`src/samux_defs.vh`:
```
// Contract
// - Chip select low for whole conversion
// - Start and address sampled on rising clock
// - Address three bits or four bits
// - First one is start; then select input
// - Half period later: convert, busy, ignore input
// - Decisions driven out on falling edges
// - Trial bit kept only if input higher
// - Eight periods; busy drops half later
// - Negative input above positive gives zero
// - Result held for LSB-first readout
// - Shift enable high holds LSB out (four-input variant ignores shift enable)
// - After eight LSB bits, output low
// - Chip select high floats data and busy
// - Deselect clears all; new start needed
// - Four-input differential pair and polarity
// - Four-input single-ended channel, ground negative
// - Eight-input single-ended uses common input
`ifndef SAMUX_DEFS_VH
`define SAMUX_DEFS_VH
`define SAMUX_RES_BITS 8
`define SAMUX_ADDR_BITS_4 3
`define SAMUX_ADDR_BITS_8 4
`define SAMUX_CNT_W 4
`define SAMUX_CH_COM 4'hF
`define SAMUX_CH_GND 4'hE
`endif

```
`src/samux_sync.v`:
```
`timescale 1ns/1ps
// Two-stage synchroniser, one per bit
module samux_sync #(
  parameter WIDTH = 4
) (
  input wire mclk,
  input wire sys_rst,
  input wire [WIDTH-1:0] async_in,
  output reg [WIDTH-1:0] sync_out
);
  reg [WIDTH-1:0] meta; // First stage, read only by second
  // Two flops per bit
  always @(posedge mclk) begin
    if (sys_rst) begin
      meta <= {WIDTH{1'b0}};
      sync_out <= {WIDTH{1'b0}};
    end else begin
      meta <= async_in;
      sync_out <= meta;
    end
  end
endmodule

```
`src/samux_seq.v`:
```
`timescale 1ns/1ps
`include "samux_defs.vh"
// Serial ADC sequencer; link clock sampled by mclk
module samux_seq #(
  parameter EIGHT_INPUT = 1
) (
  input wire mclk,
  input wire sys_rst,
  input wire chip_select_n,
  input wire serial_clk,
  input wire serial_data_in,
  input wire lsb_shift_enable_n,
  input wire input_above_dac,
  output reg [`SAMUX_RES_BITS-1:0] dac_code,
  output reg [3:0] pos_channel,
  output reg [3:0] neg_channel,
  output reg mux_valid,
  output reg serial_data_out,
  output reg serial_data_out_oe,
  output reg conversion_busy,
  output reg conversion_busy_oe
);
  // Address length depends on variant
  localparam ABITS = EIGHT_INPUT ? `SAMUX_ADDR_BITS_8 : `SAMUX_ADDR_BITS_4;
  localparam [`SAMUX_CNT_W-1:0] LAST_BIT = `SAMUX_RES_BITS - 1;
  // Count of the final address bit, sized to the counter
  localparam [`SAMUX_CNT_W-1:0] ADDR_LAST = ABITS - 1;
  // First trial code: only the MSB set
  localparam [`SAMUX_RES_BITS-1:0] MSB_ONE = {1'b1, {(`SAMUX_RES_BITS-1){1'b0}}};
  // States
  localparam [2:0] ST_IDLE = 3'd0;
  localparam [2:0] ST_ADDR = 3'd1;
  localparam [2:0] ST_SETTLE = 3'd2;
  localparam [2:0] ST_CONV = 3'd3;
  localparam [2:0] ST_TAIL = 3'd4;
  localparam [2:0] ST_LSB = 3'd5;
  localparam [2:0] ST_DONE = 3'd6;

  wire [3:0] sync_bus; // Synchronised pins
  wire cs_n_s;
  wire clk_s;
  wire din_s;
  wire se_n_s;
  reg clk_d; // Previous link clock level
  reg [2:0] state;
  reg [`SAMUX_CNT_W-1:0] bit_cnt; // Bit counter
  reg [3:0] addr; // Address shift register
  reg [`SAMUX_RES_BITS-1:0] result; // Output shift register
  wire rise;
  wire fall;
  reg [3:0] next_pos; // Decoded positive input
  reg [3:0] next_neg; // Decoded negative input
  reg [`SAMUX_RES_BITS-1:0] trial_mask; // One-hot bit under trial
  reg [`SAMUX_RES_BITS-1:0] next_mask; // One-hot bit tried next, zero after LSB
  reg [`SAMUX_RES_BITS-1:0] kept_code; // Code once this decision is applied

  samux_sync #(
    .WIDTH(4)
  ) u_sync (
    .mclk(mclk),
    .sys_rst(sys_rst),
    .async_in({chip_select_n, serial_clk, serial_data_in, lsb_shift_enable_n}),
    .sync_out(sync_bus)
  );
  assign cs_n_s = sync_bus[3];
  assign clk_s = sync_bus[2];
  assign din_s = sync_bus[1];
  assign se_n_s = sync_bus[0];

  // Edges found from sampled clock; works gated or free running
  assign rise = clk_s & ~clk_d;
  assign fall = ~clk_s & clk_d;

  // Edge history
  always @(posedge mclk) begin
    if (sys_rst) begin
      clk_d <= 1'b0;
    end else begin
      clk_d <= clk_s;
    end
  end

  // Channel decode from the captured address
  // Channel code is {select bits, polarity}; the pair partner differs in bit 0
  always @* begin
    next_pos = `SAMUX_CH_GND;
    next_neg = `SAMUX_CH_GND;
    if (EIGHT_INPUT) begin
      // Eight inputs: mode, polarity, select[1:0]
      next_pos = {1'b0, addr[1:0], addr[2]};
      if (addr[3]) begin
        // Single-ended against the common input
        next_neg = `SAMUX_CH_COM;
      end else begin
        // Adjacent pair; polarity picks the positive side
        next_neg = {1'b0, addr[1:0], ~addr[2]};
      end
    end else begin
      // Four inputs: mode, polarity, select
      next_pos = {2'b00, addr[0], addr[1]};
      if (addr[2]) begin
        // Single-ended against ground
        next_neg = `SAMUX_CH_GND;
      end else begin
        // Adjacent pair; polarity picks the positive side
        next_neg = {2'b00, addr[0], ~addr[1]};
      end
    end
  end

  // One SAR step: drop the trial bit on a low decision, then try the next
  // Past the LSB the next mask is zero, so the last step only keeps or drops
  always @* begin
    trial_mask = MSB_ONE >> bit_cnt;
    next_mask = trial_mask >> 1;
    if (input_above_dac) begin
      // Input above the trial level: keep the bit
      kept_code = dac_code;
    end else begin
      // Not above: remove it; a reversed input never keeps any bit
      kept_code = dac_code & ~trial_mask;
    end
  end

  // Main sequencer
  always @(posedge mclk) begin
    if (sys_rst || cs_n_s) begin
      // Deselect clears everything, outputs float
      state <= ST_IDLE;
      bit_cnt <= {`SAMUX_CNT_W{1'b0}};
      addr <= 4'h0;
      result <= {`SAMUX_RES_BITS{1'b0}};
      dac_code <= {`SAMUX_RES_BITS{1'b0}};
      pos_channel <= `SAMUX_CH_GND;
      neg_channel <= `SAMUX_CH_GND;
      mux_valid <= 1'b0;
      serial_data_out <= 1'b0;
      serial_data_out_oe <= 1'b0;
      conversion_busy <= 1'b0;
      conversion_busy_oe <= 1'b0;
    end else begin
      // Busy line driven while selected
      conversion_busy_oe <= 1'b1;
      case (state)
        ST_IDLE: begin
          // Wait for first sampled one
          if (rise && din_s) begin
            state <= ST_ADDR;
            bit_cnt <= {`SAMUX_CNT_W{1'b0}};
          end
        end
        ST_ADDR: begin
          // Shift address bits: mode, polarity, select MSB first
          if (rise) begin
            addr <= {addr[2:0], din_s};
            if (bit_cnt == ADDR_LAST) begin
              state <= ST_SETTLE;
            end else begin
              bit_cnt <= bit_cnt + 4'd1;
            end
          end
        end
        ST_SETTLE: begin
          // Inputs selected; conversion waits for next falling edge
          mux_valid <= 1'b1;
          pos_channel <= next_pos;
          neg_channel <= next_neg;
          if (fall) begin
            // Half period after selection; input now ignored
            state <= ST_CONV;
            conversion_busy <= 1'b1;
            bit_cnt <= {`SAMUX_CNT_W{1'b0}};
            dac_code <= MSB_ONE;
          end
        end
        ST_CONV: begin
          // Comparator strobed at end of period, bit out on fall
          if (fall) begin
            // Keep or drop this bit and raise the next trial in one step
            dac_code <= kept_code | next_mask;
            result <= {result[`SAMUX_RES_BITS-2:0], input_above_dac};
            serial_data_out <= input_above_dac;
            serial_data_out_oe <= 1'b1;
            if (bit_cnt == LAST_BIT) begin
              state <= ST_TAIL;
              bit_cnt <= {`SAMUX_CNT_W{1'b0}};
            end else begin
              bit_cnt <= bit_cnt + 4'd1;
            end
          end
        end
        ST_TAIL: begin
          // Busy falls half a period after the last decision
          if (rise) begin
            conversion_busy <= 1'b0;
            state <= ST_LSB;
          end
        end
        ST_LSB: begin
          // LSB stays out while shift enable high (always low on 4-input)
          if (fall && (!EIGHT_INPUT || !se_n_s)) begin
            if (bit_cnt == LAST_BIT) begin
              serial_data_out <= 1'b0;
              state <= ST_DONE;
            end else begin
              serial_data_out <= result[1];
              result <= {1'b0, result[`SAMUX_RES_BITS-1:1]};
              bit_cnt <= bit_cnt + 4'd1;
            end
          end
        end
        ST_DONE: begin
          // Low until deselect
          serial_data_out <= 1'b0;
        end
        default: begin
          state <= ST_IDLE;
        end
      endcase
    end
  end
endmodule

```
`config.mk`:
```
export PLATFORM = sky130hd
export DESIGN_NAME = samux_seq
export DESIGN_NICKNAME = d
export VERILOG_FILES = /design/src/samux_sync.v /design/src/samux_seq.v
export VERILOG_INCLUDE_DIRS = /design/src
export SDC_FILE = /design/constraint.sdc
export NUM_CORES = 1
export LEC_CHECK = 0
export BUFFER_PORTS_ARGS = -buffer_cell sky130_fd_sc_hd__buf_2
export CORE_MARGIN = 2
export CORE_UTILIZATION = 45
export CTS_CLUSTER_SIZE = 30
export DETAILED_ROUTE_END_ITERATION = 8
export GPL_TIMING_DRIVEN = 0
export PLACE_DENSITY = 0.66
export SYNTH_ARGS = -nofsm -noshare
export SYNTH_HDL_FRONTEND = slang
export SYNTH_SLANG_ARGS = --single-unit
```
`constraint.sdc`:
```
create_clock -name mclk -period 2.6 [get_ports mclk]
set_input_delay 0.52 -clock mclk [delete_from_list [all_inputs] [get_ports mclk]]
set_output_delay 0.52 -clock mclk [all_outputs]
set_load 0.02 [all_outputs]
```
==> flow_summary.json, run 1 <==
{
  "outcome": "completed",
  "p_leak_nw": 0.976,
  "port_buffers": 27,
  "grt_max_degree": 16,
  "rsz0062_at_grt": "no",
  "grt-busiest-layer": "met2",
  "clock_skew_ps": 7.86,
  "antenna_cells": 0,
  "ys_warn_count": 0,
  "cts_setup_buffers": 0,
  "final_area_um2": 2540,
  "cts_buffer_depth": 2,
  "met3_usage": 0.0420,
  "fp.dieArea_um2": 5480,
  "whs_ps": 424,
  "setup_tns_ps": 0,
  "cts_resized": 0,
  "overflow": 0,
  "synth_nets": 271,
  "coreArea_um2": 4720,
  "cts_sinks": 49,
  "nets": 305,
  "drt_iter0_markers": 102,
  "die_x_um": 74.0,
  "ys_types": 45,
  "period_share": 0.791,
  "min_path_type": "in2reg",
  "yosysTopAreaCell": "dfxtp_1",
  "avgRoutedWirePerCell_um": 13.3,
  "cts_buffers": 5,
  "cts_root_buf": "clkbuf_8",
  "start_util": 0.467,
  "final_antenna_net_count": 0,
  "relSlewSlack": 0.469,
  "final_common_cell": "dfxtp_1",
  "cts_tree": "built",
  "grt.total_usage": 0.188,
  "crit_required_ps": 2830,
  "arrival_ps": 2290,
  "dp_hpwl_um": 3440,
  "synthCells": 258,
  "crit_path_end_kind": "flop",
  "chipHeight_um": 74.0,
  "ys_top_cells_by_area": "dfxtp_1 (44%), nand2_1 (5.3%), a21oi_1 (4.3%), o21ai_0 (4.1%), nand3_1 (3.9%)",
  "gp_congestion": 0.904,
  "async_flop_share": 0,
  "synthFlopType": "dfxtp_1",
  "path_class": "reg2reg",
  "cts_max_level": 2,
  "grt_pass1_vias": 1727,
  "yosysTopAreaCellShare": 0.445,
  "setup_viol": 0,
  "drt_wl_total_um": 4800,
  "synth_area_um2": 2210,
  "most-common-layout-cells": "dfxtp_1 (49), buf_2 (31), nand2_1 (31)",
  "max_slew.worst_pin.slew_ps": 795,
  "layout-drive-gt1-share": 0.171,
  "syn_area_per_cell_um2": 8.55,
  "grt_pass1_wl_um": 8020,
  "drv_cap": 0,
  "place_area_um2": 2420,
  "slew_viol_final": 0,
  "synth_seq_cells": 49,
  "min_period_ps": 2060,
  "max-vdd-ir-drop_mv": 0.417,
  "areaGrowthSynthToFinish_pct": 15.4,
  "synth_edf_count": 0,
  "max_freq_ghz": 0.486,
  "vias": 1917,
  "critPathLaunchType": "flop",
  "drt-pass1-iter-count": 4,
  "use_met2": 0.295,
  "gr-usage-met1": 0.255,
  "clk_latency_ps": 300,
  "drcViolationCount": 0,
  "cts.clk_slew.worst_paths_ps": 90,
  "routed_via_density": 5.33,
  "power_density_nw_per_um2": 540,
  "hold_buffers": 0,
  "rows": 25,
  "antenna_found_initial": 0,
  "final_util": 0.539,
  "cp_max_fo": 10,
  "seq_area_frac_synth": 0.445,
  "final_hold_viol_count": 0,
  "io-pin-count": 28
}
[critical path, stage by stage, from the launching register on]
cell,delay (ps)
dfxtp_1,370
ha_1,270
and3b_1,190
buf_6,130
or3b_4,380
a21oi_4,240
buf_6,180
nor2_2,40
a211oi_2,170
[cells by family (layout without fill, tap and decap cells)]
family	count (synthesis)	count (layout)	synth area share
DFF	49	49	0.445
buffers and inverters	21	56	0.0482
adders and majority gates	6	6	0.0340
AOI/OAI and AO/OA	68	68	0.199
and+or+nand+nor	106	106	0.239
muxes	7	7	0.0318
xor gates and xnor gates	1	1	0.00397
[Yosys cell counts, types with 2 or more instances]
master,n
o22ai_1,2
a31oi_1,3
a22oi_1,3
clkbuf_1,5
a21oi_1,19
buf_1,2
nand2b_1,2
nor3b_1,3
nor2b_1,13
o21ai_0,18
buf_2,4
clkinv_1,2
buf_6,3
dfxtp_1,49
nor3_1,8
ha_1,6
nand4_1,2
or2_2,2
nand3_1,17
nor2_1,20
mux2i_1,7
nand2_1,31
inv_1,5
a211oi_1,7
o31ai_1,5
[state kept, by name (all words and copies together) (netlist names), 4 cells and up]
signal / flops
neg_channel: 4
bit_cnt: 4
result: 8
dac_code: 8
addr: 4
pos_channel: 4
u_sync.sync_out: 4
u_sync.meta: 4
[layer usage]
layer  wire (um)  vias to the layer above
met1        2270                      876
met4          46                        0
met3         280                        5
met2        2210                       57
met5           0                        -
li1            -                      979
[metrics by stage]
stage	instances	total power (W)	setup slack, ps
5_1_grt	360	0.00142	331
4_1_cts	360	0.00139	533
2_1_floorplan	258	0.000804	727
3_3_place_gp	352	0.000823	519
6_report	360	0.00137	543
3_5_place_dp	352	0.000823	519
[path summary, 6_finish.rpt]
| check | start | end | slack (ps) | cells after the start |
|---|---|---|---|---|
| max | bit_cnt[0] | result[6] | 540 | 8 |
| min | chip_select_n | u_sync.meta[3] | 420 | 2 |
| max reg2reg | bit_cnt[0] | result[6] | 540 | 8 |
| min reg2reg | u_sync.meta[2] | u_sync.sync_out[2] | 440 | 1 |
[final cells by class]
class	instances	area, um2
buffer	14	80.1
clock buffer	6	82.6
multi-input combinational	188	1120
inverter	7	26.3
sequential	49	981
clock inverter	2	37.5
timing repair buffer	27	135
tap	67	83.8
fill	449	2180
[where the power goes]
group	leakage, nW	switching [W]	total [W]	internal, W
logic	0.522	0.0000312	0.0000453	0.0000141
registers	0.397	0.00000286	0.000760	0.000757
clock network	0.0574	0.000256	0.000569	0.000313
Note: power is estimated with default switching activity, not from simulation.
==> run 2, diff against run 1 <==
clock period = 2.1 ns   (was 2.6 ns; I/O delays follow)
==> flow_summary.json, run 2 (synthesis results as in run 1) <==
{
  "dp_hpwl_um": 3440,
  "cts_root_buf": "clkbuf_8",
  "final_hold_viol_count": 0,
  "drt_wl_total_um": 4870,
  "start_util": 0.467,
  "final_util": 0.543,
  "crit_required_ps": 2320,
  "slew_viol_final": 0,
  "clk_latency_ps": 300,
  "path_class": "reg2reg",
  "holdPathEnd": "u_sync.meta[3]",
  "antenna_cells": 0,
  "path_cells": "ha_1, and3b_1, buf_6, or3b_4, a21oi_4, buf_4, nor2_1, a211oi_1",
  "swShare": 0.210,
  "antenna_found_initial": 0,
  "critPathLaunchType": "flop",
  "r2r_setup_slack_ps": 120,
  "p_int_w": 0.00134,
  "min_period_ps": 1980,
  "p_leak_nw": 0.992,
  "drv_cap": 0,
  "final_common_cell": "dfxtp_1",
  "critPathMaxStageDelay_ps": 380,
  "reg2reg_from": "bit_cnt[0]",
  "avgRoutedWirePerCell_um": 13.5,
  "io-pin-count": 28,
  "power_density_nw_per_um2": 662,
  "die_x_um": 74.0,
  "cts_max_level": 2,
  "min_path_type": "in2reg",
  "chipHeight_um": 74.0,
  "rows": 25,
  "overflow": 0,
  "hold_start": "chip_select_n",
  "reg2regPathDepth": 8,
  "drcViolationCount": 0,
  "arrival_ps": 2200,
  "reg_top3": "dac_code: 8 flops, result: 8 flops",
  "cp_num_buf_inv": 2,
  "post-place-ws_ps": 61.1,
  "fp.dieArea_um2": 5480,
  "final_antenna_net_count": 0,
  "coreArea_um2": 4720,
  "cts_sinks": 49,
  "cp_max_fo": 6,
  "grt_max_degree": 16,
  "clkPwrFrac": 0.413,
  "cts_buffers": 5,
  "port_buffers": 27,
  "cts.clk_slew.worst_paths_ps": 90,
  "grt_pass1_vias": 1727,
  "timing.final.ws_setup_ps": 118,
  "nets": 307,
  "most-common-layout-cells": "dfxtp_1 (49), buf_2 (31), nand2_1 (31)",
  "routed_via_density": 5.35,
  "p_comb_frac": 0.033,
  "layout-drive-gt1-share": 0.180,
  "clock_skew_ps": 6.29,
  "min_delay_path_depth": 2,
  "gp_congestion": 0.904,
  "crit_path_end_kind": "flop",
  "outcome": "completed",
  "grt_pass1_wl_um": 8020,
  "slowest_stage": "or3b_4",
  "drt-pass1-iter-count": 4,
  "grt.total_usage": 0.188,
  "period_share": 0.944,
  "cts_tree": "built",
  "p_seq_frac": 0.554,
  "p_sw_w": 0.000356,
  "areaGrowthSynthToFinish_pct": 16.3,
  "cts_buffer_depth": 2,
  "drt_iter0_markers": 128,
  "r2r-end": "result[1]",
  "max-vdd-ir-drop_mv": 0.518,
  "cpLargestDelayFamily": "simple AND/OR/NAND/NOR gates",
  "max_freq_ghz": 0.504,
  "vias": 1936,
  "relSlewSlack": 0.605,
  "max_slew.worst_pin.slew_ps": 590,
  "setup_viol": 0
}
==> run 2: changes by cell type in the layout (fill, tap and decap cells not counted), sizes merged <==
cell	delta
buf	+2
==> run 2: area by class of cell <==
cell class | instances | area [um2]
Buffer | 14 | 80.1
Clock buffer | 6 | 82.6
Clock inverter | 2 | 37.5
Fill cell | 449 | 2160
Inverter | 7 | 26.3
Multi-Input combinational cell | 188 | 1120
Sequential cell | 49 | 981
Tap cell | 67 | 83.8
Timing Repair Buffer | 29 | 150
==> run 2: worst max path at each step <==
stage | cells past startpoint | slack [ps] | end | startpoint
after floorplan | 8 | 230 | result[6] | bit_cnt[0]
after global placement | 8 | 90 | result[6] | bit_cnt[0]
after detailed placement | 8 | 60 | result[6] | bit_cnt[0]
after CTS | 8 | 30 | result[6] | bit_cnt[0]
after global routing | 6 | -10 | bit_cnt[3] | state[0]
final | 8 | 120 | result[1] | bit_cnt[0]
==> run 2: power groups by stage <==
| stage | clock network (W) | registers (W) | logic [W] |
|---|---|---|---|
| floorplan | 0 | 0.000963 | 0.0000320 |
| global placement | 0 | 0.000963 | 0.0000562 |
| detailed placement | 0 | 0.000963 | 0.0000562 |
| CTS | 0.000724 | 0.000941 | 0.0000564 |
| global route | 0.000755 | 0.000942 | 0.0000627 |
| finish | 0.000700 | 0.000941 | 0.0000566 |
==> run 2: stage by stage <==
step / hold slack [ps] / area [um2] / instances / power, W / setup TNS (ps)
after CTS: 318 / 2540 / 360 / 0.00172 / 0
after floorplan: 414 / 2210 / 258 / 0.000995 / 0
after global routing: 321 / 2560 / 362 / 0.00176 / -11.2
after global placement: 418 / 2420 / 352 / 0.00102 / 0
final: 321 / 2560 / 362 / 0.00170 / 0
after detailed placement: 424 / 2420 / 352 / 0.00102 / 0
==> run 2: metal layers <==
layer | global-route usage | wire length, um
met1 | 0.255 | 2350
met2 | 0.295 | 2250
met3 | 0.0420 | 229
met4 | 0.0687 | 48
met5 | 0 | 0
==> run 2: what timing repair did <==
| item | 4_1_cts | 5_1_grt |
|---|---|---|
| resized for setup | 0 | 1 |
| hold buffers | 0 | 0 |
| setup buffers | 0 | 2 |
| endpoints found under the setup margin | 0 | 6 |
| hold endpoints to repair | 0 | 0 |
==> run 2: worst reg2reg max path: cells and delay by family (launching register included) <==
kind	cells	cell delay (ps)
buffers and inverters	2	280
adders and majority gates	1	270
AOI/OAI and AO/OA	2	360
DFF	1	370
and+or+nand+nor	3	610
